### config.mk
export PLATFORM = sky130hd
export DESIGN_NAME = alarm_status_manager
export DESIGN_NICKNAME = d
export VERILOG_FILES = /design/src/inc/asm_pkg.sv /design/src/design/alarm_status_manager.sv
export SDC_FILE = /design/constraint.sdc
export NUM_CORES = 2
export LEC_CHECK = 0
export BUFFER_PORTS_ARGS = -buffer_cell sky130_fd_sc_hd__buf_2
export CORE_ASPECT_RATIO = 2
export CORE_MARGIN = 4
export CORE_UTILIZATION = 58
export CTS_BUF_LIST = sky130_fd_sc_hd__clkbuf_4 sky130_fd_sc_hd__clkbuf_8
export CTS_CLUSTER_SIZE = 24
export DETAILED_ROUTE_END_ITERATION = 8
export PLACE_DENSITY = 0.79
export SYNTH_ARGS = -nofsm -noshare
export SYNTH_HDL_FRONTEND = slang
export SYNTH_SLANG_ARGS = --single-unit
### constraint.sdc
create_clock -name core_clk -period 2.6 [get_ports core_clk]
set_input_delay 0.13 -clock core_clk [delete_from_list [all_inputs] [get_ports core_clk]]
set_output_delay 0.13 -clock core_clk [all_outputs]
set_load 0.005 [all_outputs]
### src/inc/asm_pkg.sv
// constants, field layouts and types shared by the alarm status manager
package asm_pkg;

  // alarm table size and slots
  localparam int NUM_ALARMS = 18;
  localparam int IDX_W = 5;
  localparam int ALM_CTRL_RESET = 0;
  localparam int ALM_SELFTEST = 1;
  localparam int ALM_INCOMPAT = 2;
  localparam int ALM_GENERAL = 3;
  localparam int ALM_INTERFACE = 4;
  localparam int ALM_REF_CLOCK = 5;
  localparam int ALM_TEMP = 6;
  localparam int ALM_SUPPLY = 7;
  localparam int ALM_FRAMING = 8;
  localparam int ALM_SERIAL_CV = 9;
  localparam int ALM_HSSI_LOSS = 10;
  localparam int ALM_OPTICAL_LOSS = 11;
  localparam int ALM_G703_RX1 = 12;
  localparam int ALM_LVDS_LOSS = 13;
  localparam int ALM_G703_RX2 = 14;
  localparam int ALM_G703_CV1 = 15;
  localparam int ALM_TIME_REF = 16;
  localparam int ALM_G703_CV2 = 17;

  // register byte offsets
  localparam logic [11:0] OFS_CTRL = 12'h000;
  localparam logic [11:0] OFS_ACTUAL = 12'h004;
  localparam logic [11:0] OFS_MEMO = 12'h008;
  localparam logic [11:0] OFS_LISTED = 12'h00c;
  localparam logic [11:0] OFS_SETTING_REQ = 12'h010;
  localparam logic [11:0] OFS_SETTING_APPLIED = 12'h014;
  localparam logic [11:0] OFS_ALARM_BASE = 12'h040;
  localparam logic [11:0] OFS_ALARM_END = 12'h088;
  localparam logic [11:0] OFS_TIME_BASE = 12'h100;
  localparam logic [11:0] OFS_TIME_END = 12'h148;

  // control register bit positions
  localparam int CTRL_EXPERT = 0;
  localparam int CTRL_CLEAR = 1;
  localparam int CTRL_INT_FRAMING = 2;
  localparam int CTRL_OPT_ASI = 3;
  localparam int CTRL_OPT_HSSI_G703 = 4;
  localparam int CTRL_SEL_LO = 5;
  localparam int CTRL_SEL_HI = 6;

  // per-alarm status word bit positions
  localparam int AST_MODE_LO = 8;
  localparam int AST_MEMO = 10;
  localparam int AST_ACTUAL = 11;
  localparam int AST_LISTED = 12;
  localparam int AST_OK = 13;

  // counter and time stamp figures
  localparam logic [7:0] CNT_MAX = 8'hff;
  localparam int TS_W = 16;
  localparam logic [15:0] TS_STILL_ACTIVE = 16'hffff;
  localparam int SET_W = 16;

  // timing: clock rate, time stamp tick and pulse-per-second window
  localparam int CLK_KHZ = 100000;
  localparam int TICK_MS = 1;
  localparam int TICK_CYCLES = TICK_MS * CLK_KHZ;
  localparam int PPS_WINDOW_MS = 1500;
  localparam int PPS_CYCLES = PPS_WINDOW_MS * CLK_KHZ;
  localparam int TICK_CNT_W = 17;
  localparam int PPS_CNT_W = 28;

  // per-alarm mode
  typedef enum logic [1:0] {
    ASM_MODE_NORMAL = 2'h0,
    ASM_MODE_MASKED = 2'h1,
    ASM_MODE_FORCED = 2'h2
  } asm_mode_t;

endpackage : asm_pkg

### src/design/alarm_status_manager.sv
// alarm aggregation, memorising, counting, time logging and relay drive
module alarm_status_manager #(
  parameter int TICK_CYCLES = asm_pkg::TICK_CYCLES,
  parameter int PPS_CYCLES = asm_pkg::PPS_CYCLES
) (
  input wire logic core_clk,
  input wire logic rst,
  input wire logic [11:0] reg_addr,
  input wire logic [31:0] reg_wdata,
  input wire logic reg_wr,
  input wire logic reg_rd,
  output logic [31:0] reg_rdata,
  input wire logic controller_reset_event,
  input wire logic selftest_done,
  input wire logic selftest_pass,
  output logic selftest_start,
  input wire logic ref_clock_fault,
  input wire logic temp_fault,
  input wire logic [3:0] supply_fault,
  input wire logic [3:0] iface_missing,
  input wire logic [3:0] iface_invalid,
  input wire logic framing_absent,
  input wire logic asi_code_violation,
  input wire logic hssi_signal_loss,
  input wire logic asi_optical_loss,
  input wire logic [1:0] g703_rx_loss,
  input wire logic lvds_signal_loss,
  input wire logic [1:0] g703_code_violation,
  input wire logic gps_pps,
  input wire logic setting_conflict,
  output logic [15:0] pending_setting,
  output logic [15:0] applied_setting,
  output logic [17:0] alarm_active,
  output logic general_device_alarm,
  output logic input_interface_alarm,
  output logic supply_summary_alarm,
  output logic relay_closed
);

  localparam int N = asm_pkg::NUM_ALARMS;
  localparam int TW = asm_pkg::TS_W;

  ////////////////////////////////////////////////////////////////////////////
  // state

  typedef struct packed {
    logic expert;
    logic int_framing;
    logic opt_asi;
    logic opt_hssi_g703;
    logic [1:0] iface_sel;
    asm_pkg::asm_mode_t [N-1:0] mode;
    logic [N-1:0] act;
    logic [N-1:0] seen;
    logic [N-1:0][7:0] cnt;
    logic [N-1:0][TW-1:0] start_ts;
    logic [N-1:0][TW-1:0] stop_ts;
    logic [TW-1:0] now_ts;
    logic [asm_pkg::TICK_CNT_W-1:0] tick_cnt;
    logic [asm_pkg::PPS_CNT_W-1:0] pps_cnt;
    logic pps_miss;
    logic reset_seen;
    logic st_start;
    logic st_fail;
    logic [asm_pkg::SET_W-1:0] pending;
    logic [asm_pkg::SET_W-1:0] applied;
    logic relay;
    logic supply;
    logic [31:0] rdata;
  } asm_state_t;

  asm_state_t st_reg;
  asm_state_t st_next;

  // condition and effective alarm vectors, built each cycle
  logic [N-1:0] cond;
  logic [N-1:0] eff;
  logic [N-1:0] rise;
  logic [N-1:0] fall;
  logic [N-1:0] memo;
  logic [N-1:0] listed;
  logic general_cond;
  logic clear_cmd;
  logic alm_hit;
  logic time_hit;
  logic [11:0] alm_ofs;
  logic [11:0] time_ofs;
  localparam int IDX_W_L = asm_pkg::IDX_W;
  logic [IDX_W_L-1:0] alm_idx;
  logic [IDX_W_L-1:0] time_idx;
  localparam logic [asm_pkg::TICK_CNT_W-1:0] TICK_LAST =
    asm_pkg::TICK_CNT_W'(TICK_CYCLES - 1);
  localparam logic [asm_pkg::PPS_CNT_W-1:0] PPS_LAST =
    asm_pkg::PPS_CNT_W'(PPS_CYCLES - 1);

  ////////////////////////////////////////////////////////////////////////////
  // condition sources

  // raw conditions gated by interface selection, options and framing mode
  always_comb
  begin
    cond = '0;
    cond[asm_pkg::ALM_CTRL_RESET] = st_reg.reset_seen;
    cond[asm_pkg::ALM_SELFTEST] = st_reg.st_fail;
    cond[asm_pkg::ALM_INCOMPAT] = (st_reg.pending != st_reg.applied);
    cond[asm_pkg::ALM_INTERFACE] = iface_missing[st_reg.iface_sel]
      | iface_invalid[st_reg.iface_sel];
    cond[asm_pkg::ALM_REF_CLOCK] = ref_clock_fault;
    cond[asm_pkg::ALM_TEMP] = temp_fault;
    cond[asm_pkg::ALM_SUPPLY] = |supply_fault;
    cond[asm_pkg::ALM_FRAMING] = framing_absent & ~st_reg.int_framing;
    cond[asm_pkg::ALM_SERIAL_CV] = asi_code_violation & st_reg.opt_asi;
    cond[asm_pkg::ALM_HSSI_LOSS] = hssi_signal_loss & st_reg.opt_hssi_g703;
    cond[asm_pkg::ALM_OPTICAL_LOSS] = asi_optical_loss & st_reg.opt_asi;
    cond[asm_pkg::ALM_G703_RX1] = g703_rx_loss[0] & st_reg.opt_hssi_g703;
    cond[asm_pkg::ALM_LVDS_LOSS] = lvds_signal_loss & st_reg.opt_asi;
    cond[asm_pkg::ALM_G703_RX2] = g703_rx_loss[1] & st_reg.opt_hssi_g703;
    cond[asm_pkg::ALM_G703_CV1] = g703_code_violation[0] & st_reg.opt_hssi_g703;
    cond[asm_pkg::ALM_TIME_REF] = st_reg.pps_miss & st_reg.opt_asi;
    cond[asm_pkg::ALM_G703_CV2] = g703_code_violation[1] & st_reg.opt_hssi_g703;
  end

  // general alarm: OR of unmasked real conditions, forced ones left out
  always_comb
  begin
    general_cond = 1'b0;
    for (int i = 0; i < N; i++)
    begin
      if (i != asm_pkg::ALM_GENERAL && st_reg.mode[i] == asm_pkg::ASM_MODE_NORMAL)
      begin
        general_cond = general_cond | cond[i];
      end
    end
  end

  // effective alarm per mode: forced raises, masked drops, normal follows
  always_comb
  begin
    for (int i = 0; i < N; i++)
    begin
      if (st_reg.mode[i] == asm_pkg::ASM_MODE_FORCED)
      begin
        eff[i] = 1'b1;
      end
      else if (st_reg.mode[i] == asm_pkg::ASM_MODE_MASKED)
      begin
        eff[i] = 1'b0;
      end
      else if (i == asm_pkg::ALM_GENERAL)
      begin
        eff[i] = general_cond;
      end
      else
      begin
        eff[i] = cond[i];
      end
    end
  end

  // edges, memorised and listed views
  assign rise = eff & ~st_reg.act;
  assign fall = ~eff & st_reg.act;
  assign memo = st_reg.seen & ~st_reg.act;
  assign listed = st_reg.expert ? {N{1'b1}} : (st_reg.act | memo);

  ////////////////////////////////////////////////////////////////////////////
  // register decode

  // clear command and per-alarm windows
  assign clear_cmd = reg_wr && reg_addr == asm_pkg::OFS_CTRL
    && reg_wdata[asm_pkg::CTRL_CLEAR];
  assign alm_ofs = reg_addr - asm_pkg::OFS_ALARM_BASE;
  assign time_ofs = reg_addr - asm_pkg::OFS_TIME_BASE;
  assign alm_idx = alm_ofs[IDX_W_L+1:2];
  assign time_idx = time_ofs[IDX_W_L+1:2];
  assign alm_hit = reg_addr >= asm_pkg::OFS_ALARM_BASE
    && reg_addr < asm_pkg::OFS_ALARM_END && reg_addr[1:0] == 2'h0;
  assign time_hit = reg_addr >= asm_pkg::OFS_TIME_BASE
    && reg_addr < asm_pkg::OFS_TIME_END && reg_addr[1:0] == 2'h0;

  ////////////////////////////////////////////////////////////////////////////
  // next state

  always_comb
  begin
    asm_pkg::asm_mode_t wmode;
    wmode = asm_pkg::asm_mode_t'(reg_wdata[1:0]);
    st_next = st_reg;
    st_next.st_start = 1'b0;

    // control register write; leaving expert reverts forced alarms
    if (reg_wr && reg_addr == asm_pkg::OFS_CTRL)
    begin
      st_next.expert = reg_wdata[asm_pkg::CTRL_EXPERT];
      st_next.int_framing = reg_wdata[asm_pkg::CTRL_INT_FRAMING];
      st_next.opt_asi = reg_wdata[asm_pkg::CTRL_OPT_ASI];
      st_next.opt_hssi_g703 = reg_wdata[asm_pkg::CTRL_OPT_HSSI_G703];
      st_next.iface_sel = reg_wdata[asm_pkg::CTRL_SEL_HI:asm_pkg::CTRL_SEL_LO];
      if (st_reg.expert && !reg_wdata[asm_pkg::CTRL_EXPERT])
      begin
        for (int i = 0; i < N; i++)
        begin
          if (st_reg.mode[i] == asm_pkg::ASM_MODE_FORCED)
          begin
            st_next.mode[i] = asm_pkg::ASM_MODE_NORMAL;
          end
        end
      end
    end
    else if (reg_wr && alm_hit)
    begin
      // mode change; mask and force only accepted in expert mode
      if (wmode == asm_pkg::ASM_MODE_NORMAL)
      begin
        st_next.mode[alm_idx] = wmode;
      end
      else if ((wmode == asm_pkg::ASM_MODE_MASKED || wmode == asm_pkg::ASM_MODE_FORCED)
        && st_reg.expert)
      begin
        st_next.mode[alm_idx] = wmode;
      end
    end
    else if (reg_wr && reg_addr == asm_pkg::OFS_SETTING_REQ)
    begin
      st_next.pending = reg_wdata[asm_pkg::SET_W-1:0];
    end

    // pending setting goes live only once it no longer conflicts
    if (!setting_conflict)
    begin
      st_next.applied = st_reg.pending;
    end

    // per-alarm tracking; an edge in the clear cycle wins over the clear
    st_next.act = eff;
    for (int i = 0; i < N; i++)
    begin
      if (clear_cmd)
      begin
        st_next.seen[i] = 1'b0;
        st_next.cnt[i] = 8'h00;
        if (!eff[i])
        begin
          st_next.start_ts[i] = '0;
          st_next.stop_ts[i] = '0;
        end
      end
      if (rise[i])
      begin
        st_next.seen[i] = 1'b1;
        st_next.start_ts[i] = st_reg.now_ts;
        if (clear_cmd)
        begin
          st_next.cnt[i] = 8'h01;
        end
        else if (st_reg.cnt[i] != asm_pkg::CNT_MAX)
        begin
          st_next.cnt[i] = st_reg.cnt[i] + 8'h01;
        end
      end
      if (fall[i])
      begin
        st_next.stop_ts[i] = st_reg.now_ts;
      end
    end

    // controller reset flag, cleared by the operator clear
    if (controller_reset_event)
    begin
      st_next.reset_seen = 1'b1;
    end
    else if (clear_cmd)
    begin
      st_next.reset_seen = 1'b0;
    end

    // self test outcome
    if (selftest_done && !selftest_pass)
    begin
      st_next.st_fail = 1'b1;
    end

    // time stamp tick
    if (st_reg.tick_cnt == TICK_LAST)
    begin
      st_next.tick_cnt = '0;
      st_next.now_ts = st_reg.now_ts + 16'h0001;
    end
    else
    begin
      st_next.tick_cnt = st_reg.tick_cnt + 1'b1;
    end

    // pulse-per-second watchdog
    if (gps_pps)
    begin
      st_next.pps_cnt = '0;
      st_next.pps_miss = 1'b0;
    end
    else if (st_reg.pps_cnt == PPS_LAST)
    begin
      st_next.pps_miss = 1'b1;
    end
    else
    begin
      st_next.pps_cnt = st_reg.pps_cnt + 1'b1;
    end

    // relay and summary outputs
    st_next.relay = eff[asm_pkg::ALM_GENERAL] | eff[asm_pkg::ALM_INTERFACE];
    st_next.supply = eff[asm_pkg::ALM_SUPPLY];

    // read data, valid in the cycle after the strobe
    st_next.rdata = 32'h0000_0000;
    if (reg_rd)
    begin
      if (reg_addr == asm_pkg::OFS_CTRL)
      begin
        st_next.rdata[asm_pkg::CTRL_EXPERT] = st_reg.expert;
        st_next.rdata[asm_pkg::CTRL_INT_FRAMING] = st_reg.int_framing;
        st_next.rdata[asm_pkg::CTRL_OPT_ASI] = st_reg.opt_asi;
        st_next.rdata[asm_pkg::CTRL_OPT_HSSI_G703] = st_reg.opt_hssi_g703;
        st_next.rdata[asm_pkg::CTRL_SEL_HI:asm_pkg::CTRL_SEL_LO] = st_reg.iface_sel;
      end
      else if (reg_addr == asm_pkg::OFS_ACTUAL)
      begin
        st_next.rdata[N-1:0] = st_reg.act;
      end
      else if (reg_addr == asm_pkg::OFS_MEMO)
      begin
        st_next.rdata[N-1:0] = memo;
      end
      else if (reg_addr == asm_pkg::OFS_LISTED)
      begin
        st_next.rdata[N-1:0] = listed;
      end
      else if (reg_addr == asm_pkg::OFS_SETTING_REQ)
      begin
        st_next.rdata[asm_pkg::SET_W-1:0] = st_reg.pending;
      end
      else if (reg_addr == asm_pkg::OFS_SETTING_APPLIED)
      begin
        st_next.rdata[asm_pkg::SET_W-1:0] = st_reg.applied;
      end
      else if (alm_hit)
      begin
        st_next.rdata[7:0] = st_reg.cnt[alm_idx];
        st_next.rdata[asm_pkg::AST_MODE_LO+1:asm_pkg::AST_MODE_LO] = st_reg.mode[alm_idx];
        st_next.rdata[asm_pkg::AST_MEMO] = memo[alm_idx];
        st_next.rdata[asm_pkg::AST_ACTUAL] = st_reg.act[alm_idx];
        st_next.rdata[asm_pkg::AST_LISTED] = listed[alm_idx];
        st_next.rdata[asm_pkg::AST_OK] = st_reg.expert
          && !st_reg.act[alm_idx] && !memo[alm_idx];
      end
      else if (time_hit)
      begin
        if (st_reg.act[time_idx])
        begin
          st_next.rdata = {asm_pkg::TS_STILL_ACTIVE, st_reg.start_ts[time_idx]};
        end
        else if (memo[time_idx])
        begin
          st_next.rdata = {st_reg.stop_ts[time_idx], st_reg.start_ts[time_idx]};
        end
      end
    end
  end

  ////////////////////////////////////////////////////////////////////////////
  // state register

  always_ff @(posedge core_clk)
  begin
    if (rst)
    begin
      st_reg <= '0;
      st_reg.reset_seen <= 1'b1;
      st_reg.st_start <= 1'b1;
    end
    else
    begin
      st_reg <= st_next;
    end
  end

  ////////////////////////////////////////////////////////////////////////////
  // outputs

  // all outputs straight from the state register
  assign reg_rdata = st_reg.rdata;
  assign selftest_start = st_reg.st_start;
  assign pending_setting = st_reg.pending;
  assign applied_setting = st_reg.applied;
  assign alarm_active = st_reg.act;
  assign general_device_alarm = st_reg.act[asm_pkg::ALM_GENERAL];
  assign input_interface_alarm = st_reg.act[asm_pkg::ALM_INTERFACE];
  assign supply_summary_alarm = st_reg.supply;
  assign relay_closed = st_reg.relay;

endmodule : alarm_status_manager

### Word-level counts from Yosys, hierarchy flattened

Index checks and enable logic that the tools add are counted.

* add/sub/neg operators: 23
* order comparisons: 8
* eq/ne operators: 119
* muxes and demuxes: 299
* bitwise operators: 38
* reductions and logical operators: 139

Operators by type and width (number)
* 2-to-1 mux 16 bit: 82
* 2-to-1 mux 8 bit: 73
* 2-to-1 mux 32 bit: 12
* 2-to-1 mux 36 bit: 5
* binary-select mux 16 bit (select 5 bit): 2
* adder 8 x 1 -> 8 bit (second input constant): 18
* != test 8 bit (second input constant): 18
* 2-to-1 mux 18 bit: 5
* 2-to-1 mux 1 bit: 82
* != test 2 x 1 -> 1 bit (second input constant): 39
* nonzero test 2 bit: 37
* AND reduction 2 bit: 36
* AND reduction 4 bit: 18
* 2-to-1 mux 68 bit: 1
* 2-to-1 mux 14 bit: 4
* AND 18 bit: 3
* binary-select mux 8 bit (select 5 bit): 1
* 2-to-1 mux 2 bit: 20
* == test 2 x 1 -> 1 bit (second input constant): 19
* == test 2 bit (second input constant): 19
* zero test 2 bit: 19
* bitwise mux 36 bit: 1
* inverter 18 bit: 2
* != test 2 bit (second input constant): 16
* other kinds (38): 94

* bits in registers: 929
* word-level logic and storage cells: 736

### Logic depth before layout (Yosys ltp)

* word-level depth: 40
* gate-level depth with buffers: 14
* mapped depth without buffers: 9

### Worst setup path after synthesis

Ideal clock, no wire load.

* path kind: in2reg
* start point: input reg_addr[2]
* end point: register st_reg (netlist bit reg_rdata[6])
* data arrival time: 2.468 ns
* data required time: 2.472 ns
* slack: 0.003 ns
* stages: 10
* path buffers: 6
* path through: buf_4 > buf_4 > buf_6 > buf_4 > buf_2 > buf_2 > mux4_2 > mux4_2 > a221oi_1 > o22ai_1

* longest elaborated chain between the ends: 21
* elaborated cells on any way between the ends: 42

Ends and longest elaborated chain
* from (decl): line alarm_status_manager.sv:8 `input wire logic [11:0] reg_addr,`
* subtractor 7 x 1 -> 7 bit: line alarm_status_manager.sv:173 `assign time_ofs = reg_addr - asm_pkg::OFS_TIME_BASE;`
* binary-select mux 16 bit (select 5 bit) or binary-select mux 1 bit (select 5 bit) (tied branches): line alarm_status_manager.sv:359, alarm_status_manager.sv:363, alarm_status_manager.sv:361
* 2-to-1 mux 16 bit (implied by the code) or 2-to-1 mux 1 bit (tied branches): line alarm_status_manager.sv:359, alarm_status_manager.sv:363, alarm_status_manager.sv:361
* 2-to-1 mux 32 bit: line alarm_status_manager.sv:361 `else if (memo[time_idx])`
* 2-to-1 mux 32 bit: line alarm_status_manager.sv:357 `if (st_reg.act[time_idx])`
* 2-to-1 mux 32 bit: line alarm_status_manager.sv:355 `else if (time_hit)`
* 2-to-1 mux 32 bit: line alarm_status_manager.sv:345 `else if (alm_hit)`
* 2-to-1 mux 32 bit: line alarm_status_manager.sv:341 `else if (reg_addr == asm_pkg::OFS_SETTING_APPLIED)`
* [... 5 more ...]
* 2-to-1 mux 32 bit: line alarm_status_manager.sv:315 `if (reg_rd)`
* 2-to-1 mux 14 bit: line alarm_status_manager.sv:345
* 2-to-1 mux 16 bit: line alarm_status_manager.sv:341
* 2-to-1 mux 16 bit: line alarm_status_manager.sv:337 `else if (reg_addr == asm_pkg::OFS_SETTING_REQ)`
* 2-to-1 mux 18 bit: line alarm_status_manager.sv:333 `else if (reg_addr == asm_pkg::OFS_LISTED)`
* 2-to-1 mux 18 bit: line alarm_status_manager.sv:329 `else if (reg_addr == asm_pkg::OFS_MEMO)`
* 2-to-1 mux 18 bit: line alarm_status_manager.sv:325 `else if (reg_addr == asm_pkg::OFS_ACTUAL)`
* 2-to-1 mux 5 bit *: line alarm_status_manager.sv:317 `if (reg_addr == asm_pkg::OFS_CTRL)`
* to (signal assigned): line alarm_status_manager.sv:382 `st_reg <= st_next;`
* to (decl): line alarm_status_manager.sv:72 `asm_state_t st_reg;`

Every way passes the cells marked *; elsewhere a longest branch is shown, timed or not. The select of a mux whose other input is x is not followed.
A chain may end at the register's enable or synchronous reset.

### Final worst setup path

* start point: register st_reg[926] in the netlist's numbering
* end point: register st_reg[467] in the netlist's numbering

* longest elaborated chain between the ends: 24
* elaborated cells on any way between the ends: 29

Ends and longest elaborated chain
* AND 1 bit: line alarm_status_manager.sv:112 `cond[asm_pkg::ALM_SERIAL_CV] = asi_code_violation & st_reg.opt_asi;`
* OR 1 bit: line alarm_status_manager.sv:131 `general_cond = general_cond | cond[i];`
* 2-to-1 mux 1 bit: line alarm_status_manager.sv:129 `if (i != asm_pkg::ALM_GENERAL && st_reg.mode[i] == asm_pkg::ASM_MODE_NORMAL)`
* OR 1 bit: line alarm_status_manager.sv:131
* 2-to-1 mux 1 bit: line alarm_status_manager.sv:129
* OR 1 bit: line alarm_status_manager.sv:131
* 2-to-1 mux 1 bit: line alarm_status_manager.sv:129
* OR 1 bit: line alarm_status_manager.sv:131
* [... 8 more ...]
* 2-to-1 mux 1 bit *: line alarm_status_manager.sv:129
* OR 1 bit: line alarm_status_manager.sv:131
* 2-to-1 mux 1 bit *: line alarm_status_manager.sv:129
* 2-to-1 mux 1 bit *: line alarm_status_manager.sv:145 `else if (st_reg.mode[i] == asm_pkg::ASM_MODE_MASKED)`
* 2-to-1 mux 1 bit *: line alarm_status_manager.sv:141 `if (st_reg.mode[i] == asm_pkg::ASM_MODE_FORCED)`
* AND 18 bit: line alarm_status_manager.sv:161 `assign rise = eff & ~st_reg.act;`
* != test 2 x 1 -> 1 bit (no line) or nonzero test 2 bit (tied branches)
* AND reduction 2 bit (no line)

Every way passes the cells marked *; elsewhere a longest branch is shown, timed or not.

==> flow_summary_export.csv <==
group,metric,value,unit
timing,timing.final.crit_share,103,%
timing,final.min_clock_period,2.68,ns
floorplanning,die_w,197,um
clock_tree,cts_buffers,120,
floorplanning,start_util,58.6,%
timing,min_hold_slack,0.0361,ns
global_routing,globalRouteOverflowTotal,0,
critical_path,critical_path_peak_fanout,8,
timing,max_freq,374,MHz
finish,postLayoutCellArea,49400,sq um
run_status,result_of_the_run,"finished with violations",
global_routing,wire_length_of_the_first_global_routing_pass,232000,um
critical_path,endpoint_kind,"flip-flop",
global_routing,grtUsageTotal,40.3,%
synth,synth.area.top_cells,"sky130_fd_sc_hd__dfxtp_1 (45%), sky130_fd_sc_hd__mux4_2 (11%), sky130_fd_sc_hd__a22o_1 (6.5%), sky130_fd_sc_hd__nor2_1 (5.7%), sky130_fd_sc_hd__a22oi_1 (5.1%)",
floorplanning,ioPinCount,163,
clock_tree,cts.reportedPaths.clkPinSlew,0.07,ns
floorplanning,die_area,76100,sq um
synth,synth_top_area_cell,"sky130_fd_sc_hd__dfxtp_1",
timing,rsz0062_at_grt,"true",
route,wl_per_cell,28.3,um
critical_path,cp_data_arrival_time,3.43,ns
route,via_per_inst,6.79,
route,dr.pass1.iters,8,
pwr,seq_power_share,50.2,%
placed_design,port_buffers,146,
synth,yosys.cell_types.count,84,
synth,post-synth-top-area-fraction,44.8,%
clock_tree,tritoncts,"yes",
pwr,swShare,24.3,%
synth,asyncSetResetFlopFracSynth,0,%
floorplanning,rows,138,
run,max_cap_viol_count,0,
synth,synth_edf_count,0,
timing,setup_total_negative_slack,-0.386,ns
finish,final_layout_size_suffix_gt1_share,25.2,%
clock_tree,clock-sinks,928,
synth,yosysWarnings,0,
clock_tree,clock_tree.htree_level_count,3,
timing,timing_worst_slew_pin_value,1.18,ns
timing,finalSetupViolations,13,
pwr,cellPowerDensity,577,nW/um^2
clock_tree,insertion_delay,0.85,ns
floorplanning,design.core.area,70800,sq um
route,post_detailed_route_count_of_antenna_violating_nets,0,
synth,postSynthNetCount,4297,
pwr,share_comb_of_total_power,6.4,%
finish,max_ffs_per_register,842,
synth,synth_most_common_cell,"sky130_fd_sc_hd__dfxtp_1",
run_status,failed_checks,"setup timing",
finish,design.final.nets,4670,
finish,layout.filler_cells,5223,
timing,final.setup_skew,0.0682,ns
pwr,leakage,19.1,nW
placed_design,post-dp-hpwl,109000,um
synth,synth_flop_cell,"sky130_fd_sc_hd__dfxtp_1",
clock_tree,clk_root_buffer_cell,"sky130_fd_sc_hd__clkbuf_8",
timing,timing.max_slew.rel_slack,21.1,%
global_routing,initial_antenna_violation_count,4,
placed_design,routabilityCongestion,1.07,
critical_path,critPathKind,"reg2reg",
critical_path,worstSetupStartpointType,"flip-flop",
route,dr.first_iter.drc_count,4751,
synth,synth.top_cells.by_count,"sky130_fd_sc_hd__dfxtp_1 (928), sky130_fd_sc_hd__nor2_1 (629), sky130_fd_sc_hd__a22o_1 (308)",
clock_tree,cts_max_path_buffers,3,
synth,synth_seq_area_share,44.8,%
floorplanning,die_extent_in_y,386,um
global_routing,grt_pass1_vias,37500,
route,drcViolationCount,0,
synth,syn_area_per_cell,9.88,sq um
placed_design,place_area,45900,sq um
route,vias,38000,
synth,yosys_register_bits,928,
synth,syn-cell-area,41500,sq um
pwr,power.share.clock,43.5,%
min_path,hp-class,"in2reg",
finish,syn_to_final_growth,19.2,%
synth,post_synth_inst_count,4199,
timing,maxSlewViolCount,0,
timing,finalHoldViolations,0,
route,route.final.wire_length,158000,um
timing,final_worst_path_setup_slack,-0.0772,ns
critical_path,critical_path_required,3.35,ns
pwr,internal_power,21.6,mW
pwr,max-vdd-ir-drop,696,uV
pwr,power.switching,6.93,mW
global_routing,pin_count_of_the_biggest_net_entering_global_routing,129,
finish,post-route-util,69.8,%
[per-stage QoR]
stage	instances	setup slack (ns)	total power [mW]
4_1_cts	5581	-0.0299	28.5
5_1_grt	5587	-0.129	29.2
6_report	5588	-0.0772	28.5
3_3_place_gp	5305	-0.344	16.3
2_1_floorplan	4199	0.00329	15.5
3_5_place_dp	5305	-0.330	16.3
[layout by cell type (no fill, tap or decap), types with 14 or more instances in the layout]
cell type | Yosys | layout
sky130_fd_sc_hd__clkinv_2 | 0 | 27
sky130_fd_sc_hd__buf_12 | 0 | 63
sky130_fd_sc_hd__a31oi_1 | 20 | 20
sky130_fd_sc_hd__o22ai_1 | 15 | 15
sky130_fd_sc_hd__and2_1 | 21 | 20
sky130_fd_sc_hd__dfxtp_2 | 0 | 14
sky130_fd_sc_hd__and3_1 | 46 | 46
sky130_fd_sc_hd__a211oi_2 | 0 | 15
sky130_fd_sc_hd__mux4_2 | 194 | 194
sky130_fd_sc_hd__or3_1 | 23 | 21
sky130_fd_sc_hd__a222oi_1 | 21 | 21
sky130_fd_sc_hd__a22oi_1 | 282 | 282
sky130_fd_sc_hd__nand3_1 | 87 | 87
sky130_fd_sc_hd__a21oi_1 | 132 | 130
sky130_fd_sc_hd__xnor2_1 | 41 | 41
sky130_fd_sc_hd__nor3_1 | 64 | 49
sky130_fd_sc_hd__nand2b_1 | 22 | 22
sky130_fd_sc_hd__nor3_2 | 2 | 14
sky130_fd_sc_hd__xor2_1 | 82 | 82
sky130_fd_sc_hd__nor2_1 | 629 | 628
sky130_fd_sc_hd__o21ai_0 | 83 | 83
sky130_fd_sc_hd__clkbuf_8 | 0 | 149
sky130_fd_sc_hd__a211oi_1 | 41 | 26
sky130_fd_sc_hd__clkbuf_4 | 0 | 33
sky130_fd_sc_hd__inv_1 | 44 | 44
sky130_fd_sc_hd__or2_2 | 16 | 16
sky130_fd_sc_hd__mux2i_1 | 101 | 101
sky130_fd_sc_hd__buf_2 | 52 | 143
sky130_fd_sc_hd__a21o_1 | 19 | 19
sky130_fd_sc_hd__buf_4 | 103 | 425
sky130_fd_sc_hd__dfxtp_1 | 928 | 914
sky130_fd_sc_hd__dlygate4sd3_1 | 0 | 49
sky130_fd_sc_hd__a22o_1 | 308 | 308
sky130_fd_sc_hd__ha_1 | 22 | 22
sky130_fd_sc_hd__nand2_1 | 240 | 239
sky130_fd_sc_hd__a32o_1 | 14 | 14
sky130_fd_sc_hd__nand4_1 | 38 | 38
sky130_fd_sc_hd__and4_1 | 18 | 18
[cells by family (layout without fill, tap and decap cells)]
family | count (synthesis) | after routing | synth area share (%)
and+or+nand+nor | 1281 | 1281 | 14.0
AOI/OAI and AO/OA | 1054 | 1054 | 19.1
DFF | 928 | 928 | 44.8
buffers and inverters | 484 | 961 | 5.53
muxes | 301 | 301 | 13.1
xor gates and xnor gates | 123 | 123 | 2.60
adders and majority gates | 28 | 28 | 0.808
other | 0 | 2 | 0
[critical path, cell delays in order (launching register included)]
cell	delay [ns]
sky130_fd_sc_hd__dfxtp_2	0.35
sky130_fd_sc_hd__nor4bb_1	0.13
sky130_fd_sc_hd__or4_4	0.52
sky130_fd_sc_hd__nor3_4	0.25
sky130_fd_sc_hd__o311ai_4	0.15
sky130_fd_sc_hd__o32ai_4	0.30
sky130_fd_sc_hd__buf_6	0.17
sky130_fd_sc_hd__nor2_2	0.05
sky130_fd_sc_hd__a211oi_4	0.29
sky130_fd_sc_hd__clkbuf_16	0.23
sky130_fd_sc_hd__a22o_1	0.16
[power groups by stage]
stage | Combinational (mW) | Clock, mW | Sequential [mW]
5_1_grt | 1.88 | 13.0 | 14.3
4_1_cts | 1.73 | 12.4 | 14.3
2_1_floorplan | 0.874 | 0 | 14.6
3_5_place_dp | 1.68 | 0 | 14.6
3_3_place_gp | 1.67 | 0 | 14.6
6_report | 1.82 | 12.4 | 14.3
[final cells by class]
type	count	area, sq um	area share (%)
Clock inverter	45	515	1.04
Multi-Input combinational cell	2787	21000	42.4
Clock buffer	181	2280	4.62
Inverter	46	173	0.349
Timing Repair Buffer	689	5780	11.7
Sequential cell	928	18600	37.6
Antenna cell	2	5.00	0.0101
Tap cell	910	1140	2.30
[path summary, 6_finish.rpt]
check | startpoint | to | slack, ns | depth (start not counted)
setup / recovery | st_reg[926]$_SDFFE_PP0P_ | st_reg[467]$_SDFFE_PP0P_ | -0.08 | 10
hold / removal | gps_pps | st_reg[88]$_SDFFE_PP0P_ | 0.04 | 3
setup reg to reg | st_reg[926]$_SDFFE_PP0P_ | st_reg[467]$_SDFFE_PP0P_ | -0.08 | 10
hold reg to reg | st_reg[98]$_SDFF_PP0_ | st_reg[98]$_SDFF_PP0_ | 0.46 | 1
[metal layers]
metal  part of all wire (%)  up-vias  GRT usage [%]
li1                       -    16200              -
met1                     32    18400           41.8
met2                     47     2514           64.9
met3                    9.4      837           9.98
met4                     13        0           39.8
met5                      0        -              0
[timing repair]
item / in CTS / in global routing
buffers inserted: 1 / 4
endpoints found under the hold margin: 101 / 0
resized for setup: 13 / 43
hold buffers: 49 / 0
endpoints found under the setup margin: 38 / 79
pin swaps: 2 / 6
cloned: 0 / 1
No activity file was read; power rests on OpenSTA's default activity.
